===== src/pcr_pkg.sv =====
package pcr_pkg;

  // ==========================================================================
  // register byte addresses
  localparam logic [11:0] PCR_CAP_HDR_ADDR  = 12'h040;
  localparam logic [11:0] PCR_DEV_CAP_ADDR  = 12'h044;
  localparam logic [11:0] PCR_LOCK_ADDR     = 12'h0f0;
  localparam logic [11:0] PCR_SPL_MSG_ADDR  = 12'h0f4;

  // ==========================================================================
  // capability header fields
  localparam int          PCR_NXT_LSB       = 8;
  localparam logic [7:0]  PCR_NXT_RST       = 8'h70;
  localparam int          PCR_VERSION_LSB   = 16;
  localparam logic [3:0]  PCR_VERSION_RST   = 4'h1;
  localparam int          PCR_TYPE_LSB      = 20;
  localparam int          PCR_SLOT_BIT      = 24;
  localparam int          PCR_MSGNUM_LSB    = 25;
  localparam logic [7:0]  PCR_CAP_ID        = 8'h10;

  // ==========================================================================
  // device capabilities fields
  localparam int          PCR_MPL_LSB       = 0;
  localparam logic [2:0]  PCR_MPL_RST       = 3'h4;
  localparam int          PCR_PHANTOM_LSB   = 3;
  localparam int          PCR_EXTTAG_BIT    = 5;
  localparam int          PCR_L0S_LSB       = 6;
  localparam int          PCR_L1_LSB        = 9;
  localparam int          PCR_BUTTON_BIT    = 12;
  localparam int          PCR_ATTN_IND_BIT  = 13;
  localparam int          PCR_PWR_IND_BIT   = 14;
  localparam int          PCR_SPLV_LSB      = 18;
  localparam int          PCR_SPLS_LSB      = 26;

  // ==========================================================================
  // bus encodings
  localparam logic [1:0]  PCR_HTRANS_NONSEQ = 2'h2;
  localparam logic [2:0]  PCR_HSIZE_WORD    = 3'h2;

endpackage : pcr_pkg


===== src/pcr_regs.sv =====
`timescale 1ns/100ps
// Behaviour
// next pointer, read-only, resets 0x70
// structure version reads 0x1, read-only
// slot bit lockable writable, resets zero
// interrupt message number always reads zero
// max payload lockable writable, resets 2048B
// phantom function support fixed zero
// extended tag support reads one
// L0s acceptable latency fixed zero
// L1 acceptable latency fixed zero
// attention button present, lockable, resets zero
// attention indicator present, lockable, resets zero
// power indicator present, lockable, resets zero
// power limit message captures eight-bit value
// captured fields zero on downstream ports
// two-bit scale captured from same message
// software multiplies value by scale factor
// read-only/reserved writes ignored, reserved reads zero
module pcr_regs
  import pcr_pkg::*;
#(
  parameter logic [3:0] PORT_TYPE = 4'h5
)(
  input  wire logic        clk_i,
  input  wire logic        nrst_i,
  input  wire logic        hsel_i,
  input  wire logic [11:0] haddr_i,
  input  wire logic [1:0]  htrans_i,
  input  wire logic        hwrite_i,
  input  wire logic [2:0]  hsize_i,
  input  wire logic [31:0] hwdata_i,
  input  wire logic        hready_i,
  input  wire logic        upstream_i,
  input  wire logic        spl_msg_i,
  input  wire logic [7:0]  spl_value_i,
  input  wire logic [1:0]  spl_scale_i,
  output logic      [31:0] hrdata_o,
  output logic             hreadyout_o,
  output logic             hresp_o,
  output logic             slot_impl_o,
  output logic      [2:0]  max_payload_o,
  output logic      [7:0]  power_limit_value_o,
  output logic      [1:0]  power_limit_scale_o
);

  // ==========================================================================
  // address phase capture
  logic        wr_pend_q;
  logic [11:0] wr_addr_q;
  logic        rd_go;
  logic        addr_ok;

  assign addr_ok = hsel_i && hready_i && (htrans_i == PCR_HTRANS_NONSEQ) && (hsize_i == PCR_HSIZE_WORD);
  assign rd_go   = addr_ok && !hwrite_i;

  // writes are committed in the data phase; the slave never stalls
  always_ff @(posedge clk_i or negedge nrst_i)
  begin
    if (!nrst_i)
    begin
      wr_pend_q <= 1'b0;
      wr_addr_q <= 12'h000;
    end
    else
    begin
      wr_pend_q <= addr_ok && hwrite_i;
      if (addr_ok)
        wr_addr_q <= haddr_i;
    end
  end

  // ==========================================================================
  // lockable writable state
  logic       lock_q;
  logic       slot_q;
  logic [2:0] mpl_q;
  logic       button_q;
  logic       attn_ind_q;
  logic       pwr_ind_q;
  logic       wr_hdr;
  logic       wr_dcap;

  assign wr_hdr  = wr_pend_q && (wr_addr_q == PCR_CAP_HDR_ADDR) && !lock_q;
  assign wr_dcap = wr_pend_q && (wr_addr_q == PCR_DEV_CAP_ADDR) && !lock_q;

  // lock register: while set, the writable fields freeze; software can clear it again by writing zero
  always_ff @(posedge clk_i or negedge nrst_i)
  begin
    if (!nrst_i)
      lock_q <= 1'b0;
    else if (wr_pend_q && (wr_addr_q == PCR_LOCK_ADDR))
      lock_q <= hwdata_i[0];
  end

  // slot implemented bit
  always_ff @(posedge clk_i or negedge nrst_i)
  begin
    if (!nrst_i)
      slot_q <= 1'b0;
    else if (wr_hdr)
      slot_q <= hwdata_i[PCR_SLOT_BIT];
  end

  // device capability writable fields; other bits of the word are dropped
  always_ff @(posedge clk_i or negedge nrst_i)
  begin
    if (!nrst_i)
    begin
      mpl_q      <= PCR_MPL_RST;
      button_q   <= 1'b0;
      attn_ind_q <= 1'b0;
      pwr_ind_q  <= 1'b0;
    end
    else if (wr_dcap)
    begin
      mpl_q      <= hwdata_i[PCR_MPL_LSB +: 3];
      button_q   <= hwdata_i[PCR_BUTTON_BIT];
      attn_ind_q <= hwdata_i[PCR_ATTN_IND_BIT];
      pwr_ind_q  <= hwdata_i[PCR_PWR_IND_BIT];
    end
  end

  // ==========================================================================
  // slot power limit capture
  logic [7:0] splv_q;
  logic [1:0] spls_q;

  // downstream ports never load, so the fields stay zero there
  always_ff @(posedge clk_i or negedge nrst_i)
  begin
    if (!nrst_i)
    begin
      splv_q <= 8'h00;
      spls_q <= 2'h0;
    end
    else if (spl_msg_i && upstream_i)
    begin
      splv_q <= spl_value_i;
      spls_q <= spl_scale_i;
    end
  end

  // ==========================================================================
  // read data composition
  logic [31:0] hdr_word;
  logic [31:0] dcap_word;
  logic [31:0] rd_mux;

  always_comb
  begin
    hdr_word                      = 32'h0000_0000;
    hdr_word[7:0]                 = PCR_CAP_ID;
    hdr_word[PCR_NXT_LSB +: 8]    = PCR_NXT_RST;
    hdr_word[PCR_VERSION_LSB +: 4] = PCR_VERSION_RST;
    hdr_word[PCR_TYPE_LSB +: 4]   = PORT_TYPE;
    hdr_word[PCR_SLOT_BIT]        = slot_q;
    hdr_word[PCR_MSGNUM_LSB +: 5] = 5'h00;
  end

  always_comb
  begin
    dcap_word                     = 32'h0000_0000;
    dcap_word[PCR_MPL_LSB +: 3]   = mpl_q;
    dcap_word[PCR_PHANTOM_LSB +: 2] = 2'h0;
    dcap_word[PCR_EXTTAG_BIT]     = 1'b1;
    dcap_word[PCR_L0S_LSB +: 3]   = 3'h0;
    dcap_word[PCR_L1_LSB +: 3]    = 3'h0;
    dcap_word[PCR_BUTTON_BIT]     = button_q;
    dcap_word[PCR_ATTN_IND_BIT]   = attn_ind_q;
    dcap_word[PCR_PWR_IND_BIT]    = pwr_ind_q;
    dcap_word[PCR_SPLV_LSB +: 8]  = splv_q;
    dcap_word[PCR_SPLS_LSB +: 2]  = spls_q;        // factor applied by software
  end

  // unmapped addresses read zero with an OKAY response
  always_comb
  begin
    if (haddr_i == PCR_CAP_HDR_ADDR)
      rd_mux = hdr_word;
    else if (haddr_i == PCR_DEV_CAP_ADDR)
      rd_mux = dcap_word;
    else if (haddr_i == PCR_LOCK_ADDR)
      rd_mux = {31'h0000_0000, lock_q};
    else if (haddr_i == PCR_SPL_MSG_ADDR)
      rd_mux = {22'h00_0000, spls_q, splv_q};
    else
      rd_mux = 32'h0000_0000;
  end

  // ==========================================================================
  // registered outputs
  always_ff @(posedge clk_i or negedge nrst_i)
  begin
    if (!nrst_i)
      hrdata_o <= 32'h0000_0000;
    else if (rd_go)
      hrdata_o <= rd_mux;
  end

  always_ff @(posedge clk_i or negedge nrst_i)
  begin
    if (!nrst_i)
    begin
      hreadyout_o         <= 1'b1;
      hresp_o             <= 1'b0;
      slot_impl_o         <= 1'b0;
      max_payload_o       <= PCR_MPL_RST;
      power_limit_value_o <= 8'h00;
      power_limit_scale_o <= 2'h0;
    end
    else
    begin
      hreadyout_o         <= 1'b1;
      hresp_o             <= 1'b0;
      slot_impl_o         <= slot_q;
      max_payload_o       <= mpl_q;
      power_limit_value_o <= splv_q;
      power_limit_scale_o <= spls_q;
    end
  end

  // ==========================================================================
  // checks
  property p_hdr_const;
    @(posedge clk_i) disable iff (!nrst_i)
    rd_go && haddr_i == PCR_CAP_HDR_ADDR |=> hrdata_o[19:8] == 12'h170 && hrdata_o[31:25] == 7'h00;
  endproperty
  a_hdr_const: assert property (p_hdr_const) else $error("header constant fields wrong");

  property p_version;
    @(posedge clk_i) disable iff (!nrst_i)
    rd_go && haddr_i == PCR_CAP_HDR_ADDR |=> hrdata_o[19:16] == 4'h1;
  endproperty
  a_version: assert property (p_version) else $error("version not one");

  property p_slot_lock;
    @(posedge clk_i) disable iff (!nrst_i)
    lock_q |=> $stable(slot_q) && $stable(mpl_q);
  endproperty
  a_slot_lock: assert property (p_slot_lock) else $error("locked field changed");

  property p_dcap_const;
    @(posedge clk_i) disable iff (!nrst_i)
    rd_go && haddr_i == PCR_DEV_CAP_ADDR |=> hrdata_o[11:3] == 9'h004 && hrdata_o[31:28] == 4'h0;
  endproperty
  a_dcap_const: assert property (p_dcap_const) else $error("device cap constants wrong");

  property p_mpl_write;
    @(posedge clk_i) disable iff (!nrst_i)
    wr_dcap |=> mpl_q == $past(hwdata_i[2:0]) ##1 max_payload_o == $past(mpl_q);
  endproperty
  a_mpl_write: assert property (p_mpl_write) else $error("payload write lost");

  property p_ind_write;
    @(posedge clk_i) disable iff (!nrst_i)
    wr_dcap |=> {pwr_ind_q, attn_ind_q, button_q} == $past(hwdata_i[14:12]);
  endproperty
  a_ind_write: assert property (p_ind_write) else $error("indicator write lost");

  property p_capture;
    @(posedge clk_i) disable iff (!nrst_i)
    spl_msg_i && upstream_i |=> splv_q == $past(spl_value_i) && spls_q == $past(spl_scale_i) ##1
      power_limit_value_o == $past(splv_q);
  endproperty
  a_capture: assert property (p_capture) else $error("power limit not captured");

  property p_downstream;
    @(posedge clk_i) disable iff (!nrst_i)
    !upstream_i && splv_q == 8'h00 && spls_q == 2'h0 |=> splv_q == 8'h00 && spls_q == 2'h0;
  endproperty
  a_downstream: assert property (p_downstream) else $error("downstream capture nonzero");

  property p_ro_ignore;
    @(posedge clk_i) disable iff (!nrst_i)
    wr_pend_q && wr_addr_q == PCR_CAP_HDR_ADDR |=> $stable(mpl_q) && $stable(splv_q);
  endproperty
  a_ro_ignore: assert property (p_ro_ignore) else $error("header write touched other state");

  property p_msgnum_zero;
    @(posedge clk_i) disable iff (!nrst_i)
    rd_go && haddr_i == PCR_CAP_HDR_ADDR |=> hrdata_o[29:25] == 5'h00;
  endproperty
  a_msgnum_zero: assert property (p_msgnum_zero) else $error("message number not zero");

  property p_slot_read;
    @(posedge clk_i) disable iff (!nrst_i)
    rd_go && haddr_i == PCR_CAP_HDR_ADDR |=> hrdata_o[24] == $past(slot_q);
  endproperty
  a_slot_read: assert property (p_slot_read) else $error("slot bit not returned");

  property p_slot_write;
    @(posedge clk_i) disable iff (!nrst_i)
    wr_hdr |=> slot_q == $past(hwdata_i[24]);
  endproperty
  a_slot_write: assert property (p_slot_write) else $error("slot write lost");

  property p_phantom_zero;
    @(posedge clk_i) disable iff (!nrst_i)
    rd_go && haddr_i == PCR_DEV_CAP_ADDR |=> hrdata_o[4:3] == 2'h0;
  endproperty
  a_phantom_zero: assert property (p_phantom_zero) else $error("phantom field not zero");

  property p_exttag_one;
    @(posedge clk_i) disable iff (!nrst_i)
    rd_go && haddr_i == PCR_DEV_CAP_ADDR |=> hrdata_o[5] == 1'b1;
  endproperty
  a_exttag_one: assert property (p_exttag_one) else $error("extended tag bit not one");

  property p_l0s_zero;
    @(posedge clk_i) disable iff (!nrst_i)
    rd_go && haddr_i == PCR_DEV_CAP_ADDR |=> hrdata_o[8:6] == 3'h0;
  endproperty
  a_l0s_zero: assert property (p_l0s_zero) else $error("l0s latency not zero");

  property p_l1_zero;
    @(posedge clk_i) disable iff (!nrst_i)
    rd_go && haddr_i == PCR_DEV_CAP_ADDR |=> hrdata_o[11:9] == 3'h0;
  endproperty
  a_l1_zero: assert property (p_l1_zero) else $error("l1 latency not zero");

  property p_ind_lock;
    @(posedge clk_i) disable iff (!nrst_i)
    lock_q |=> $stable(button_q) && $stable(attn_ind_q) && $stable(pwr_ind_q);
  endproperty
  a_ind_lock: assert property (p_ind_lock) else $error("locked presence bit changed");

  property p_attn_ind_write;
    @(posedge clk_i) disable iff (!nrst_i)
    wr_dcap |=> attn_ind_q == $past(hwdata_i[13]);
  endproperty
  a_attn_ind_write: assert property (p_attn_ind_write) else $error("attention indicator write lost");

  property p_pwr_ind_write;
    @(posedge clk_i) disable iff (!nrst_i)
    wr_dcap |=> pwr_ind_q == $past(hwdata_i[14]);
  endproperty
  a_pwr_ind_write: assert property (p_pwr_ind_write) else $error("power indicator write lost");

  // the captured fields may move only on a message pulse
  property p_limit_hold;
    @(posedge clk_i) disable iff (!nrst_i)
    !spl_msg_i |=> $stable(splv_q) && $stable(spls_q);
  endproperty
  a_limit_hold: assert property (p_limit_hold) else $error("power limit changed without message");

  property p_scale_capture;
    @(posedge clk_i) disable iff (!nrst_i)
    spl_msg_i && upstream_i |=> spls_q == $past(spl_scale_i) ##1 power_limit_scale_o == $past(spls_q);
  endproperty
  a_scale_capture: assert property (p_scale_capture) else $error("power limit scale not captured");

  property p_rsvd_zero;
    @(posedge clk_i) disable iff (!nrst_i)
    rd_go && haddr_i == PCR_DEV_CAP_ADDR |=> hrdata_o[17:15] == 3'h0 && hrdata_o[31:28] == 4'h0;
  endproperty
  a_rsvd_zero: assert property (p_rsvd_zero) else $error("reserved bits not zero");

endmodule : pcr_regs


===== config.mk =====
export PLATFORM = sky130hd
export DESIGN_NAME = pcr_regs
export DESIGN_NICKNAME = d
export VERILOG_FILES = /design/src/pcr_pkg.sv /design/src/pcr_regs.sv
export SDC_FILE = /design/constraint.sdc
export NUM_CORES = 1
export LEC_CHECK = 0
export BUFFER_PORTS_ARGS = -buffer_cell sky130_fd_sc_hd__buf_2
export CAP_MARGIN = 20
export CORE_UTILIZATION = 48
export CTS_CLUSTER_DIAMETER = 120
export DETAILED_ROUTE_END_ITERATION = 7
export PLACE_DENSITY = 0.84
export RECOVER_POWER = 25
export SKIP_LAST_GASP = 1
export SYNTH_ARGS = -nofsm -noshare
export SYNTH_HDL_FRONTEND = slang
export SYNTH_SLANG_ARGS = --single-unit

===== constraint.sdc =====
create_clock -name clk_i -period 2 [get_ports clk_i]
set_input_delay 0.1 -clock clk_i [delete_from_list [all_inputs] [get_ports clk_i]]
set_output_delay 0.1 -clock clk_i [all_outputs]
set_load 0.02 [all_outputs]

==> impl_metrics.ini <==
[global_routing]
globalRouteOverflowTotal = 0
antenna_found_initial = 0
grt_max_degree = 49
grt_pass1_wl_um = 10200
track_usage = 0.224
grt_pass1_vias = 2142

[routing]
wl_per_cell_um = 15.3
totalWireLength_um = 6260
vias_per_cell = 5.26
drt-initial-drc-count = 145
drc_errors = 0
dr.pass1.iters = 4
via_count = 2145
ant_nets = 0

[synth]
synthFlopType = dfrtp_1
ys_warn_count = 0
synth-edff-count = 0
ys_async_sr_fraction = 1.00
avgSynthCellArea_um2 = 12.6
ys_seq_elements = 69
synthesis.area_um2 = 2790
synth_cell_type_count = 42
synth_cells = 221
yosysSeqAreaShare = 0.620

[timing]
rsz0062_at_grt = false
fin_tns_setup_ps = 0
timing.final.ws_setup_ps = 113
drv_slew = 0
post-route-period-util = 0.944
slew_headroom = 0.204
finalCriticalPeriod_ps = 1890
whs_ps = 12.2
fmax_mhz = 530
worst_pin_slew_ps = 1190
finalSetupViolations = 0
clock_skew_ps = 4.87
hold_viol = 0

[layout]
syn2layout_area_growth_pct = 32.3
final_cell_area_um2 = 3690
final_cell_mix = buf_2 (77), dfrtp_1 (67), nand2_1 (39), dlygate4sd3_1 (25), mux2_2 (18)
drive_gt1_frac = 0.372
final_common_cell = buf_2
fin_nets = 397
finalCoreUtilization = 0.666
diodes = 0

[setup_path]
critPathSlowestCell = or4b_1
critPathBufInv = 2
rrSetupSlack_ps = 240
criticalPathCategory = primary input to register
worstPathArrival_ps = 2140
critical_path.max_fanout = 3
crit_path_cell_trace = dlygate4sd3_1, buf_2, or4b_1, nor4b_1, nor2_1, o21ai_0
start_kind = primary input
r2r_end = pwr_ind_q
cp_slowest_stage_delay_ps = 560
critical_path.top_delay_family = simple AND/OR/NAND/NOR gates
cp.required_ps = 2250
critPathCaptureType = register
r2r_start = wr_addr_q[3]
worst-path-stages = 6
r2r_cells = 5
startpoint = haddr_i[9]
crit_path_end = hrdata_o[22]

[power]
swShare = 0.250
p_int_mw = 2.24
p_leak_nw = 1.96
clockPowerShare = 0.370
p_sw_mw = 0.745
power_density_nw_per_um2 = 808
combPwrFrac = 0.108
p_seq_frac = 0.522
ir_drop_mv = 0.660

[run]
maxCapViolCount = 0

[die]
die_area_um2 = 6120
die_x_um = 78.2
io_pins = 114
row_count = 27
start_util = 0.503
die_h_um = 78.2
core_region_area_um2 = 5540

[placed_design]
post-place-ws_ps = 210
post-dp-hpwl_um = 4380
placed_area_um2 = 3240
routabilityCongestion = 0.831
port_buffers = 78

[clock_tree]
clkSinkCount = 69
tritoncts = done
cts.path.max_buffers = 2
postCtsSetupBuffers = 0
path_clk_slew_ps = 70
cts_max_level = 3
cts-buffers-inserted = 9
cts-root-buf = clkbuf_8
clock_latency_ps = 350

[status]
outcome = finished clean

[hold_path]
min_path_type = primary input to register
min_path_cells = 3
[per-layer routing]
layer / global-route usage / up-vias / wire [µm]
met5: 0 / - / 0
met4: 0.0907 / 0 / 122
met3: 0.0826 / 13 / 409
met2: 0.368 / 75 / 3300
met1: 0.267 / 1076 / 2430
li1: - / 981 / -
[power groups by stage]
stage | Combinational [mW] | Clock, mW | Sequential [mW]
global placement | 0.274 | 0 | 1.57
global route | 0.350 | 1.20 | 1.57
floorplan | 0.123 | 0 | 1.61
CTS | 0.322 | 1.13 | 1.55
detailed placement | 0.286 | 0 | 1.58
finish | 0.321 | 1.10 | 1.56
[cells in the mapped netlist, types with 2 or more instances]
library cell,number,area [µm²]
dfrtp_1,67,1680
nand2_1,39,146
mux2_2,18,203
a22o_1,16,140
buf_4,10,75.1
nor2_1,5,18.8
a211o_1,4,35.0
and2_0,4,25.0
inv_1,4,15.0
nor3_1,4,20.0
and4_1,3,26.3
clkbuf_1,3,11.3
nor4_1,3,18.8
or3_1,3,18.8
or4_1,3,22.5
a21o_1,2,15.0
buf_2,2,10.0
buf_6,2,22.5
conb_1,2,7.51
dfstp_2,2,52.6
nor3_2,2,20.0
nor4b_1,2,17.5
o21ai_0,2,10.0
[metrics by stage]
stage | cells | power [mW]
after floorplan | 229 | 1.73
after global placement | 367 | 1.85
after detailed placement | 367 | 1.87
after CTS | 407 | 3.01
after global routing | 408 | 3.11
final | 408 | 2.98
[worst min-delay path by stage]
stage / startpoint / endpoint
3_5_place_dp: nrst_i / power_limit_value_o[7]
3_3_place_gp: nrst_i / power_limit_value_o[3]
6_report: haddr_i[8] / wr_addr_q[8]
4_1_cts: haddr_i[8] / wr_addr_q[8]
5_1_grt: hwdata_i[0] / lock_q
2_1_floorplan: nrst_i / attn_ind_q
[cells by family after synthesis]
kind of cell	share of synthesized area
other	0.00269
flip-flops	0.620
multiplexers	0.0763
AO/OA/AOI/OAI	0.0965
AND/OR/NAND/NOR	0.156
buffers and inverters	0.0480
[worst reg2reg max path: cells and delay by family (launching register included)]
| kind | cells | cell delay (ps) |
|---|---|---|
| buffers and inverters | 1 | 180 |
| flip-flops | 1 | 390 |
| multiplexers | 1 | 330 |
| AND/OR/NAND/NOR | 3 | 750 |
[registers in the layout, indices dropped and copies added, names as in the netlist]
signal and count:
hrdata_o 24, wr_addr_q 12, power_limit_value_o 8, splv_q 8, max_payload_o 3, mpl_q 3, power_limit_scale_o 2, spls_q 2
attn_ind_q 1, button_q 1, lock_q 1, pwr_ind_q 1, slot_impl_o 1, slot_q 1, wr_pend_q 1
[layout make-up]
type                            instances  area (µm²)
Inverter                                4        15.0
Sequential cell                        69        1730
Clock buffer                           11         141
Fill cell                             425        1850
Tap cell                               72        90.1
Clock inverter                          5        50.0
Multi-Input combinational cell        139         961
Timing Repair Buffer                  108         702
[repair_timing]
action | in CTS | in global routing
hold buffers | 24 | 1
endpoints found under the setup margin | 0 | 1
resized for setup | 0 | 1
hold endpoints to repair | 44 | 1
Power figures use the tool's default switching activity.
